[src/rtl/pfs_defines.svh]
`ifndef PFS_DEFINES_SVH
`define PFS_DEFINES_SVH
`define PFS_NPORT 8
`define PFS_LVLW 9
`define PFS_CTRL_OFS 8'h00
`define PFS_IRQ_STS_OFS 8'h04
`define PFS_IRQ_MSK_OFS 8'h08
`define PFS_LEVEL_OFS 8'h0C
`define PFS_TXERR_OFS 8'h10
`define PFS_THR_BASE 3'h1
`define PFS_PAUSE_BASE 3'h2
`define PFS_CTRL_FD_LSB 0
`define PFS_CTRL_ZP_LSB 8
`define PFS_CTRL_HDR_LSB 16
`define PFS_THR_RX_LSB 16
`define PFS_IRQ_TX_LSB 8
`define PFS_THR_RST 9'h040
`define PFS_PAUSE_RST 16'hFFFF
`define PFS_PAUSE_WAIT 40
`endif

[src/rtl/pfs_pkg.sv]
`include "pfs_defines.svh"
package pfs_pkg;
  typedef enum logic [1:0] {AP_IDLE, AP_WAIT, AP_DONE} pfs_apb_t;
  typedef logic [`PFS_LVLW-1:0] pfs_lvl_t;
  typedef struct packed {
    logic [`PFS_NPORT-1:0][15:0] mem;
    logic [15:0] rdata;
  } pfs_mem_st_t;
  typedef struct packed {
    pfs_apb_t ap;
    logic [31:0] prdata;
    logic pready;
    logic pslverr;
    logic [7:0] fd;
    logic [7:0] zp_en;
    logic [7:0] hdr_en;
    logic [7:0][8:0] tx_thr;
    logic [7:0][8:0] rx_thr;
    logic [15:0] irq_sts;
    logic [15:0] irq_msk;
    logic irq;
    logic [7:0] tx_hold;
    logic [7:0] flct_q;
    logic [7:0] pend;
    logic seq_busy;
    logic [2:0] seq_port;
    logic seq_zero;
    logic [7:0] pause_req;
    logic [15:0] pause_time;
    logic [7:0] tx_rdy;
    logic tx_oe;
    logic [7:0] rx_rdy;
    logic rx_oe;
    logic [7:0] force_col;
    logic [7:0] rx_flush;
    logic [7:0] rx_pop;
    logic rx_fail;
    logic after_eop;
    logic [31:0] bus_data;
    logic bus_oe;
  } pfs_st_t;
endpackage

[src/rtl/pfs_port_sideband.sv]
// Behaviour
// rx fail on discard of started bad packet
// rx abort flushes current receive packet
// host asserts abort only with rx select
// half duplex flow control forces collisions
// full duplex flow control sends pause
// release sends zero pause if enabled
// tx ready drivers enabled by tx control
// rx ready drivers enabled by rx control
// tx ready when free space meets threshold
// tx ready held low until error read
// rx ready on threshold or end in fifo
// rx ready optionally on header present
// rx ready pulses with rx fail
// rx keep retains last read data
// status word follows end of packet
// ready lines float while enable deasserted
// thresholds and pause settings per port
//
// The APB slave port and the register offsets were chosen for this implementation.
`timescale 1ns/10ps
`include "pfs_defines.svh"
module pfs_port_sideband (
  // clock and reset
  input wire logic ref_clk,
  input wire logic arst_n,
  // apb slave
  input wire logic [7:0] paddr,
  input wire logic psel,
  input wire logic penable,
  input wire logic pwrite,
  input wire logic [31:0] pwdata,
  output logic [31:0] prdata,
  output logic pready,
  output logic pslverr,
  output logic irq,
  // host bus pins
  input wire logic txctl_n,
  input wire logic rxctl_n,
  input wire logic rxsel_n,
  input wire logic rx_abort,
  input wire logic rx_keep,
  input wire logic [7:0] flow_ctl,
  input wire logic [2:0] rd_port,
  input wire logic rd_strobe,
  input wire logic rd_eop,
  output logic [7:0] tx_ready_o,
  output logic [7:0] tx_ready_oe,
  output logic [7:0] rx_ready_o,
  output logic [7:0] rx_ready_oe,
  output logic rx_fail,
  output logic [31:0] bus_data_o,
  output logic bus_data_oe,
  // fifo core side
  input wire logic [71:0] tx_free_lvl,
  input wire logic [71:0] rx_fill_lvl,
  input wire logic [7:0] rx_eop_in,
  input wire logic [7:0] rx_hdr_in,
  input wire logic [7:0] rx_bad_discard,
  input wire logic [7:0] rx_started,
  input wire logic [7:0] tx_err_stop,
  input wire logic [31:0] rx_data_in,
  input wire logic [31:0] rx_status_in,
  output logic [7:0] rx_flush,
  output logic [7:0] rx_pop,
  // mac side
  output logic [7:0] force_col,
  output logic [7:0] pause_req,
  output logic [15:0] pause_time
);
  pfs_pkg::pfs_st_t s_reg;
  pfs_pkg::pfs_st_t s_next;
  logic [15:0] mem_rdata;
  logic mem_we;
  logic [2:0] mem_ra;

  function automatic logic meets(input pfs_pkg::pfs_lvl_t lvl,
                                 input pfs_pkg::pfs_lvl_t thr);
    meets = (lvl >= thr);
  endfunction

  function automatic logic [2:0] lowest(input logic [7:0] v);
    lowest = 3'h0;
    for (int i = 7; i >= 0; i--) begin
      if (v[i]) begin
        lowest = 3'(i);
      end
    end
  endfunction

  function automatic logic in_blk(input logic [7:0] a, input logic [2:0] b);
    in_blk = (a[7:5] == b);
  endfunction

  pfs_pause_mem u_mem (
    .ref_clk(ref_clk),
    .arst_n(arst_n),
    .we(mem_we),
    .waddr(paddr[4:2]),
    .wdata(pwdata[15:0]),
    .raddr(mem_ra),
    .rdata(mem_rdata)
  );

  always_comb begin
    logic apb_mrd;
    logic done;
    logic [7:0] fail_p;
    logic [7:0] rise;
    logic [7:0] fall;
    logic [2:0] p;
    apb_mrd = 1'b0;
    done = 1'b0;
    fail_p = 8'h00;
    rise = 8'h00;
    fall = 8'h00;
    p = 3'h0;
    s_next = s_reg;
    mem_we = 1'b0;
    mem_ra = paddr[4:2];
    // apb: one read cycle for the pause memory, answer after two waits
    case (s_reg.ap)
      pfs_pkg::AP_IDLE: begin
        if (psel && penable) begin
          apb_mrd = 1'b1;
          s_next.ap = pfs_pkg::AP_WAIT;
        end
      end
      pfs_pkg::AP_WAIT: begin
        s_next.ap = pfs_pkg::AP_DONE;
        s_next.pready = 1'b1;
        s_next.pslverr = 1'b0;
        s_next.prdata = 32'h0000_0000;
        if (in_blk(paddr, `PFS_THR_BASE)) begin
          s_next.prdata[8:0] = s_reg.tx_thr[paddr[4:2]];
          s_next.prdata[`PFS_THR_RX_LSB +: 9] = s_reg.rx_thr[paddr[4:2]];
        end else if (in_blk(paddr, `PFS_PAUSE_BASE)) begin
          s_next.prdata[15:0] = mem_rdata;
        end else begin
          case (paddr)
            `PFS_CTRL_OFS:
              s_next.prdata[23:0] = {s_reg.hdr_en, s_reg.zp_en, s_reg.fd};
            `PFS_IRQ_STS_OFS: s_next.prdata[15:0] = s_reg.irq_sts;
            `PFS_IRQ_MSK_OFS: s_next.prdata[15:0] = s_reg.irq_msk;
            `PFS_LEVEL_OFS:
              s_next.prdata[15:0] = {s_reg.rx_rdy, s_reg.tx_rdy};
            `PFS_TXERR_OFS: s_next.prdata[7:0] = s_reg.tx_hold;
            default: s_next.pslverr = 1'b1;
          endcase
        end
      end
      pfs_pkg::AP_DONE: begin
        done = 1'b1;
        s_next.ap = pfs_pkg::AP_IDLE;
        s_next.pready = 1'b0;
        s_next.pslverr = 1'b0;
      end
      default: s_next.ap = pfs_pkg::AP_IDLE;
    endcase
    if (done && pwrite && !s_reg.pslverr) begin
      if (in_blk(paddr, `PFS_THR_BASE)) begin
        s_next.tx_thr[paddr[4:2]] = pwdata[8:0];
        s_next.rx_thr[paddr[4:2]] = pwdata[`PFS_THR_RX_LSB +: 9];
      end else if (in_blk(paddr, `PFS_PAUSE_BASE)) begin
        mem_we = 1'b1;
      end else begin
        case (paddr)
          `PFS_CTRL_OFS: begin
            s_next.fd = pwdata[`PFS_CTRL_FD_LSB +: 8];
            s_next.zp_en = pwdata[`PFS_CTRL_ZP_LSB +: 8];
            s_next.hdr_en = pwdata[`PFS_CTRL_HDR_LSB +: 8];
          end
          `PFS_IRQ_STS_OFS: s_next.irq_sts = s_reg.irq_sts & ~pwdata[15:0];
          `PFS_IRQ_MSK_OFS: s_next.irq_msk = pwdata[15:0];
          default: ;
        endcase
      end
    end
    // only the holds that the read returned are released
    if (done && !pwrite && paddr == `PFS_TXERR_OFS) begin
      s_next.tx_hold = s_reg.tx_hold & ~s_reg.prdata[7:0];
    end
    // flow control; pins are synchronous, no synchroniser needed
    s_next.flct_q = flow_ctl;
    rise = flow_ctl & ~s_reg.flct_q & s_reg.fd;
    fall = ~flow_ctl & s_reg.flct_q & s_reg.fd & s_reg.zp_en;
    s_next.force_col = flow_ctl & ~s_reg.fd;
    s_next.pause_req = 8'h00;
    if (s_reg.seq_busy) begin
      s_next.seq_busy = 1'b0;
      s_next.pause_req[s_reg.seq_port] = 1'b1;
      s_next.pause_time = s_reg.seq_zero ? 16'h0000 : mem_rdata;
    end else if ((|s_reg.pend) && !apb_mrd) begin
      // apb has the read port first; a pause waits one cycle at most
      p = lowest(s_reg.pend);
      mem_ra = p;
      s_next.pend[p] = 1'b0;
      s_next.seq_busy = 1'b1;
      s_next.seq_port = p;
      s_next.seq_zero = !flow_ctl[p] && s_reg.zp_en[p];
    end
    s_next.pend = s_next.pend | rise | fall;
    // ready lines
    fail_p = rx_bad_discard & rx_started;
    s_next.tx_hold = s_next.tx_hold | tx_err_stop;
    s_next.tx_oe = !txctl_n;
    s_next.rx_oe = !rxctl_n;
    for (int i = 0; i < 8; i++) begin
      s_next.tx_rdy[i] = !txctl_n && !s_next.tx_hold[i] &&
        meets(tx_free_lvl[i*9 +: 9], s_reg.tx_thr[i]);
      s_next.rx_rdy[i] = !rxctl_n &&
        (meets(rx_fill_lvl[i*9 +: 9], s_reg.rx_thr[i]) ||
         rx_eop_in[i] ||
         (s_reg.hdr_en[i] && rx_hdr_in[i]) ||
         fail_p[i]);
    end
    s_next.rx_fail = |fail_p;
    // receive side strobes, honoured only under rx select
    s_next.rx_flush = 8'h00;
    s_next.rx_pop = 8'h00;
    s_next.bus_oe = 1'b0;
    if (!rxsel_n && rx_abort) begin
      s_next.rx_flush[rd_port] = 1'b1;
    end
    if (!rxsel_n && rd_strobe) begin
      s_next.rx_pop[rd_port] = !rx_keep;
      s_next.bus_oe = 1'b1;
      s_next.bus_data = s_reg.after_eop ? rx_status_in : rx_data_in;
      s_next.after_eop = rd_eop && !s_reg.after_eop;
    end
    // interrupts: set wins over a clearing write
    s_next.irq_sts = s_next.irq_sts | {tx_err_stop, fail_p};
    s_next.irq = |(s_next.irq_sts & s_reg.irq_msk);
  end

  always_ff @(posedge ref_clk or negedge arst_n) begin
    if (!arst_n) begin
      s_reg <= '0;
      s_reg.tx_thr <= {8{`PFS_THR_RST}};
      s_reg.rx_thr <= {8{`PFS_THR_RST}};
    end else begin
      s_reg <= s_next;
    end
  end

  assign prdata = s_reg.prdata;
  assign pready = s_reg.pready;
  assign pslverr = s_reg.pslverr;
  assign irq = s_reg.irq;
  assign tx_ready_o = s_reg.tx_rdy;
  assign tx_ready_oe = {8{s_reg.tx_oe}};
  assign rx_ready_o = s_reg.rx_rdy;
  assign rx_ready_oe = {8{s_reg.rx_oe}};
  assign rx_fail = s_reg.rx_fail;
  assign bus_data_o = s_reg.bus_data;
  assign bus_data_oe = s_reg.bus_oe;
  assign rx_flush = s_reg.rx_flush;
  assign rx_pop = s_reg.rx_pop;
  assign force_col = s_reg.force_col;
  assign pause_req = s_reg.pause_req;
  assign pause_time = s_reg.pause_time;
endmodule

[src/rtl/pfs_pause_mem.sv]
`timescale 1ns/10ps
`include "pfs_defines.svh"
module pfs_pause_mem (
  // clock and reset
  input wire logic ref_clk,
  input wire logic arst_n,
  // write port
  input wire logic we,
  input wire logic [2:0] waddr,
  input wire logic [15:0] wdata,
  // read port, data one cycle later
  input wire logic [2:0] raddr,
  output logic [15:0] rdata
);
  pfs_pkg::pfs_mem_st_t s_reg;
  pfs_pkg::pfs_mem_st_t s_next;

  always_comb begin
    s_next = s_reg;
    s_next.rdata = s_reg.mem[raddr];
    if (we) begin
      s_next.mem[waddr] = wdata;
    end
  end

  always_ff @(posedge ref_clk or negedge arst_n) begin
    if (!arst_n) begin
      s_reg <= {(`PFS_NPORT + 1){`PFS_PAUSE_RST}};
    end else begin
      s_reg <= s_next;
    end
  end

  assign rdata = s_reg.rdata;
endmodule

[config.mk]
export PLATFORM = sky130hd
export DESIGN_NAME = pfs_port_sideband
export DESIGN_NICKNAME = d
export VERILOG_FILES = /design/src/rtl/pfs_pkg.sv /design/src/rtl/pfs_port_sideband.sv /design/src/rtl/pfs_pause_mem.sv
export VERILOG_INCLUDE_DIRS = /design/src /design/src/rtl
export SDC_FILE = /design/constraint.sdc
export NUM_CORES = 1
export LEC_CHECK = 0
export BUFFER_PORTS_ARGS = -buffer_cell sky130_fd_sc_hd__buf_2
export CAP_MARGIN = 0
export CELL_PAD_IN_SITES_DETAIL_PLACEMENT = 0
export CELL_PAD_IN_SITES_GLOBAL_PLACEMENT = 1
export CORE_MARGIN = 2
export CORE_UTILIZATION = 48
export CTS_CLUSTER_DIAMETER = 60
export DETAILED_ROUTE_END_ITERATION = 10
export PLACE_DENSITY = 0.85
export SLEW_MARGIN = 10
export SYNTH_ARGS = -nofsm -noshare
export SYNTH_HDL_FRONTEND = slang
export SYNTH_SLANG_ARGS = --single-unit
[constraint.sdc]
create_clock -name ref_clk -period 5.8 [get_ports ref_clk]
set_input_delay 0 -clock ref_clk [delete_from_list [all_inputs] [get_ports ref_clk]]
set_output_delay 0 -clock ref_clk [all_outputs]
set_load 0.005 [all_outputs]
==> flow_summary_export.csv <==
group,metric,value,unit
outcome,status,"finished with violations",
outcome,violations,"hold timing",
synthesis,synthCells,2424,
placement,placed_cells,3378,
sta,timing.hold.ws,-0.04047,ns
cts,numCtsBuffers,57,
sta,fin_crit_sh,0.5967,
synthesis,ys_seq_area_frac,0.4787,
routing,drc,0,
floorplanning,initial_utilization,0.4858,
synthesis,ys_warn_count,0,
routing,drt_wl_total,83640,um
cts,ctsResizeCount,0,
setup_path,cp-startpoint,"s_reg[365]",
placement,post-dp-hpwl,59560,um
cts,clock_latency,0.62,ns
sta,setup_viol,0,
flow_run,max-cap-violations,0,
routing,vias_per_cell,5.506,
cts,clkTransAtPathRegs,0.06,ns
power,finalPower,9.990,mW
global_route,grt_pass1_vias,20690,
setup_path,crit_arrival,3.96,ns
cts,cts_tree,"yes",
finish,post-route-util,0.5931,
cts,cts_root_buffer,"clkbuf_16",
global_route,gr-usage-all-layers,0.2884,
routing,wl_per_cell,22.65,um
synthesis,synth-edff-count,0,
floorplanning,num_rows,86,
setup_path,end_kind,"flip-flop",
synthesis,syn_avg_cell_area,11.04,um2
placement,post-place-ws,2.455,ns
finish,multi_input_area,0.01174,mm2
finish,area_delta_synth_final,22.09,%
placement,port-buffer-count,445,
setup_path,crit_required,6.30,ns
finish,final_nets,3341,
setup_path,rrSetupSlack,2.34,ns
setup_path,worstPathMaxFanout,32,
finish,ff_latch_area,0.01281,mm2
routing,ant_nets,0,
floorplanning,core,0.05509,mm2
finish,finalInstanceArea,0.03268,mm2
setup_path,cpPeakStageDelay,1.10,ns
routing,dr.pass1.iters,5,
cts,clk_path_buf_depth,3,
sta,fin_skew,0.02106,ns
finish,final-instance-count-excl-fill,3692,
sta,maxSlewViolCount,0,
setup_path,r2r_cells,8,
global_route,grt_max_degree,164,
routing,vias,20330,
placement,placed_cell_area,0.02864,mm2
sta,min_period,3.461,ns
finish,largest_reg_flops,232,
sta,tightest_slew,1.241,ns
synthesis,synth_area,0.02676,mm2
finish,fill_cells,4563,
placement,place.gp.congestion,0.9340,
global_route,antenna_found_initial,11,
min_path,hold_class,"input pin to async pin",
synthesis,ys_seq_elements,504,
cts,numClockSinks,504,
sta,clock.fmax,289.0,MHz
global_route,overflow,0,
global_route,grt_pass1_wl,124600,um
setup_path,crit_chain,"inv_1 > ha_1 > and3b_1 > o21ai_0 > nor3_4 > nand2_1 > a21o_1 > dlygate4sd3_1",
setup_path,r2r_start,"s_reg[365]",
finish,drive_gt1_frac,0.3425,
setup_path,worstSetupEndpoint,"s_reg[162]",
floorplanning,dieHeight,240.1,um
power,irDropWorstVdd,0.2455,mV
setup_path,r2r_end,"s_reg[162]",
cts,post_cts.repair.setup_buffers,0,
sta,slew_headroom,0.1721,
sta,hold_viol,8,
routing,drtIter0Drc,1675,
floorplanning,die_w,240.1,um
power,p_per_area,305.7,mW/mm2
cts,h-tree-depth,2,
floorplanning,die_area,0.05766,mm2
setup_path,path_class,"flip-flop to flip-flop",
setup_path,startpoint_type,"flip-flop",
power,leakagePower,15.84,nW
sta,fin_ws,2.339,ns
sta,rsz0062_at_grt,"no",
synthesis,synthFlopType,"dfrtp_1",
floorplanning,num_io_pins,460,
cts,hold_buffers,193,
synthesis,synthDistinctLibCells,57,
synthesis,synth-async-reset-ratio,1.000,
setup_path,critical-path-slowest-cell,"nor3_4",
sta,setup-tns-final,0,ns
worst min-delay path by stage:
stage | from | to | slack, ns | cells after the start
after floorplan | arst_n | bus_data_o[0] | -0.30 | 0
after global placement | arst_n | prdata[23] | 0.05 | 1
after detailed placement | arst_n | prdata[23] | 0.06 | 1
after CTS | arst_n | prdata[23] | 0.001 | 2
after global routing | arst_n | prdata[23] | 0.02 | 2
final | arst_n | prdata[21] | -0.04 | 2
layout by cell type (no fill, tap or decap), types with 23 or more instances in the layout:
cell type      Yosys  final
buf_2             21    443
a21oi_1           46     46
dfstp_2          160    160
dlygate4sd3_1      0    193
nand2_1          252    252
a21o_1            56     56
a31oi_1           26     26
ha_1             148    147
o21ai_0          204    204
dfrtp_1          344    343
mux2i_1          156    156
nor2b_1           24     23
clkbuf_16          0     57
mux2_2           208    208
inv_1            186    186
mux4_2            40     40
buf_4            149     24
nor2_1            85     72
synthesized netlist by cell type (all sizes together), types with 16 or more instances:
master	number	area, um2
a211o	17	148.9
a21o	56	420.4
a21oi	47	239.0
a31oi	26	162.7
buf	188	1306
clkbuf	82	307.8
dfrtp	344	8608
dfstp	160	4204
ha	148	1852
inv	186	698.2
mux2	226	2545
mux2i	157	1575
mux4	40	900.9
nand2	252	945.9
nand2b	23	143.9
nor2	85	319.1
nor2b	24	150.1
o21a	17	127.6
o21ai	206	1031
o22ai	16	100.1
cell type report:
cell class,instances,area share
Multi-Input combinational cell,1470,0.3593
Tap cell,748,0.02864
Timing Repair Buffer,663,0.1342
Clock buffer,84,0.05165
Antenna cell,13,0.0009955
Inverter,186,0.02137
Clock inverter,24,0.01172
Sequential cell,504,0.3921
where the power goes:
part / leakage (nW) / switching, mW / total, mW / internal [mW]
clock: 1.01 / 1.52 / 3.94 / 2.42
combinational: 9.18 / 1.05 / 1.92 / 0.869
sequential: 5.65 / 0.251 / 4.13 / 3.88
total: 15.8 / 2.82 / 9.99 / 7.17
metal layers:
metal | up-vias | share of wire | GRT usage
li1 | 9200 | - | -
met1 | 10140 | 0.43 | 0.3935
met2 | 818 | 0.46 | 0.4559
met3 | 169 | 0.071 | 0.05132
met4 | 0 | 0.039 | 0.1176
met5 | - | 0 | 0
critical path, delay by kind of cell (launching register included):
kind / cells / cell delay, ns
AO/OA/AOI/OAI: 2 / 0.58
adder cells (fa/ha/maj): 1 / 0.20
buffers and inverters: 2 / 0.65
flip-flops: 1 / 0.40
AND/OR/NAND/NOR: 3 / 1.50
cells by family after synthesis:
logic type,Yosys count,synth area share
flops,504,0.4787
compound gates,459,0.1064
buf+inv,456,0.08639
simple gates,432,0.07125
mux,423,0.1876
fa+ha+maj,148,0.06919
other cells,1,0.0001401
xor+xnor,1,0.0003273
Note: power is estimated with default switching activity, not from simulation.
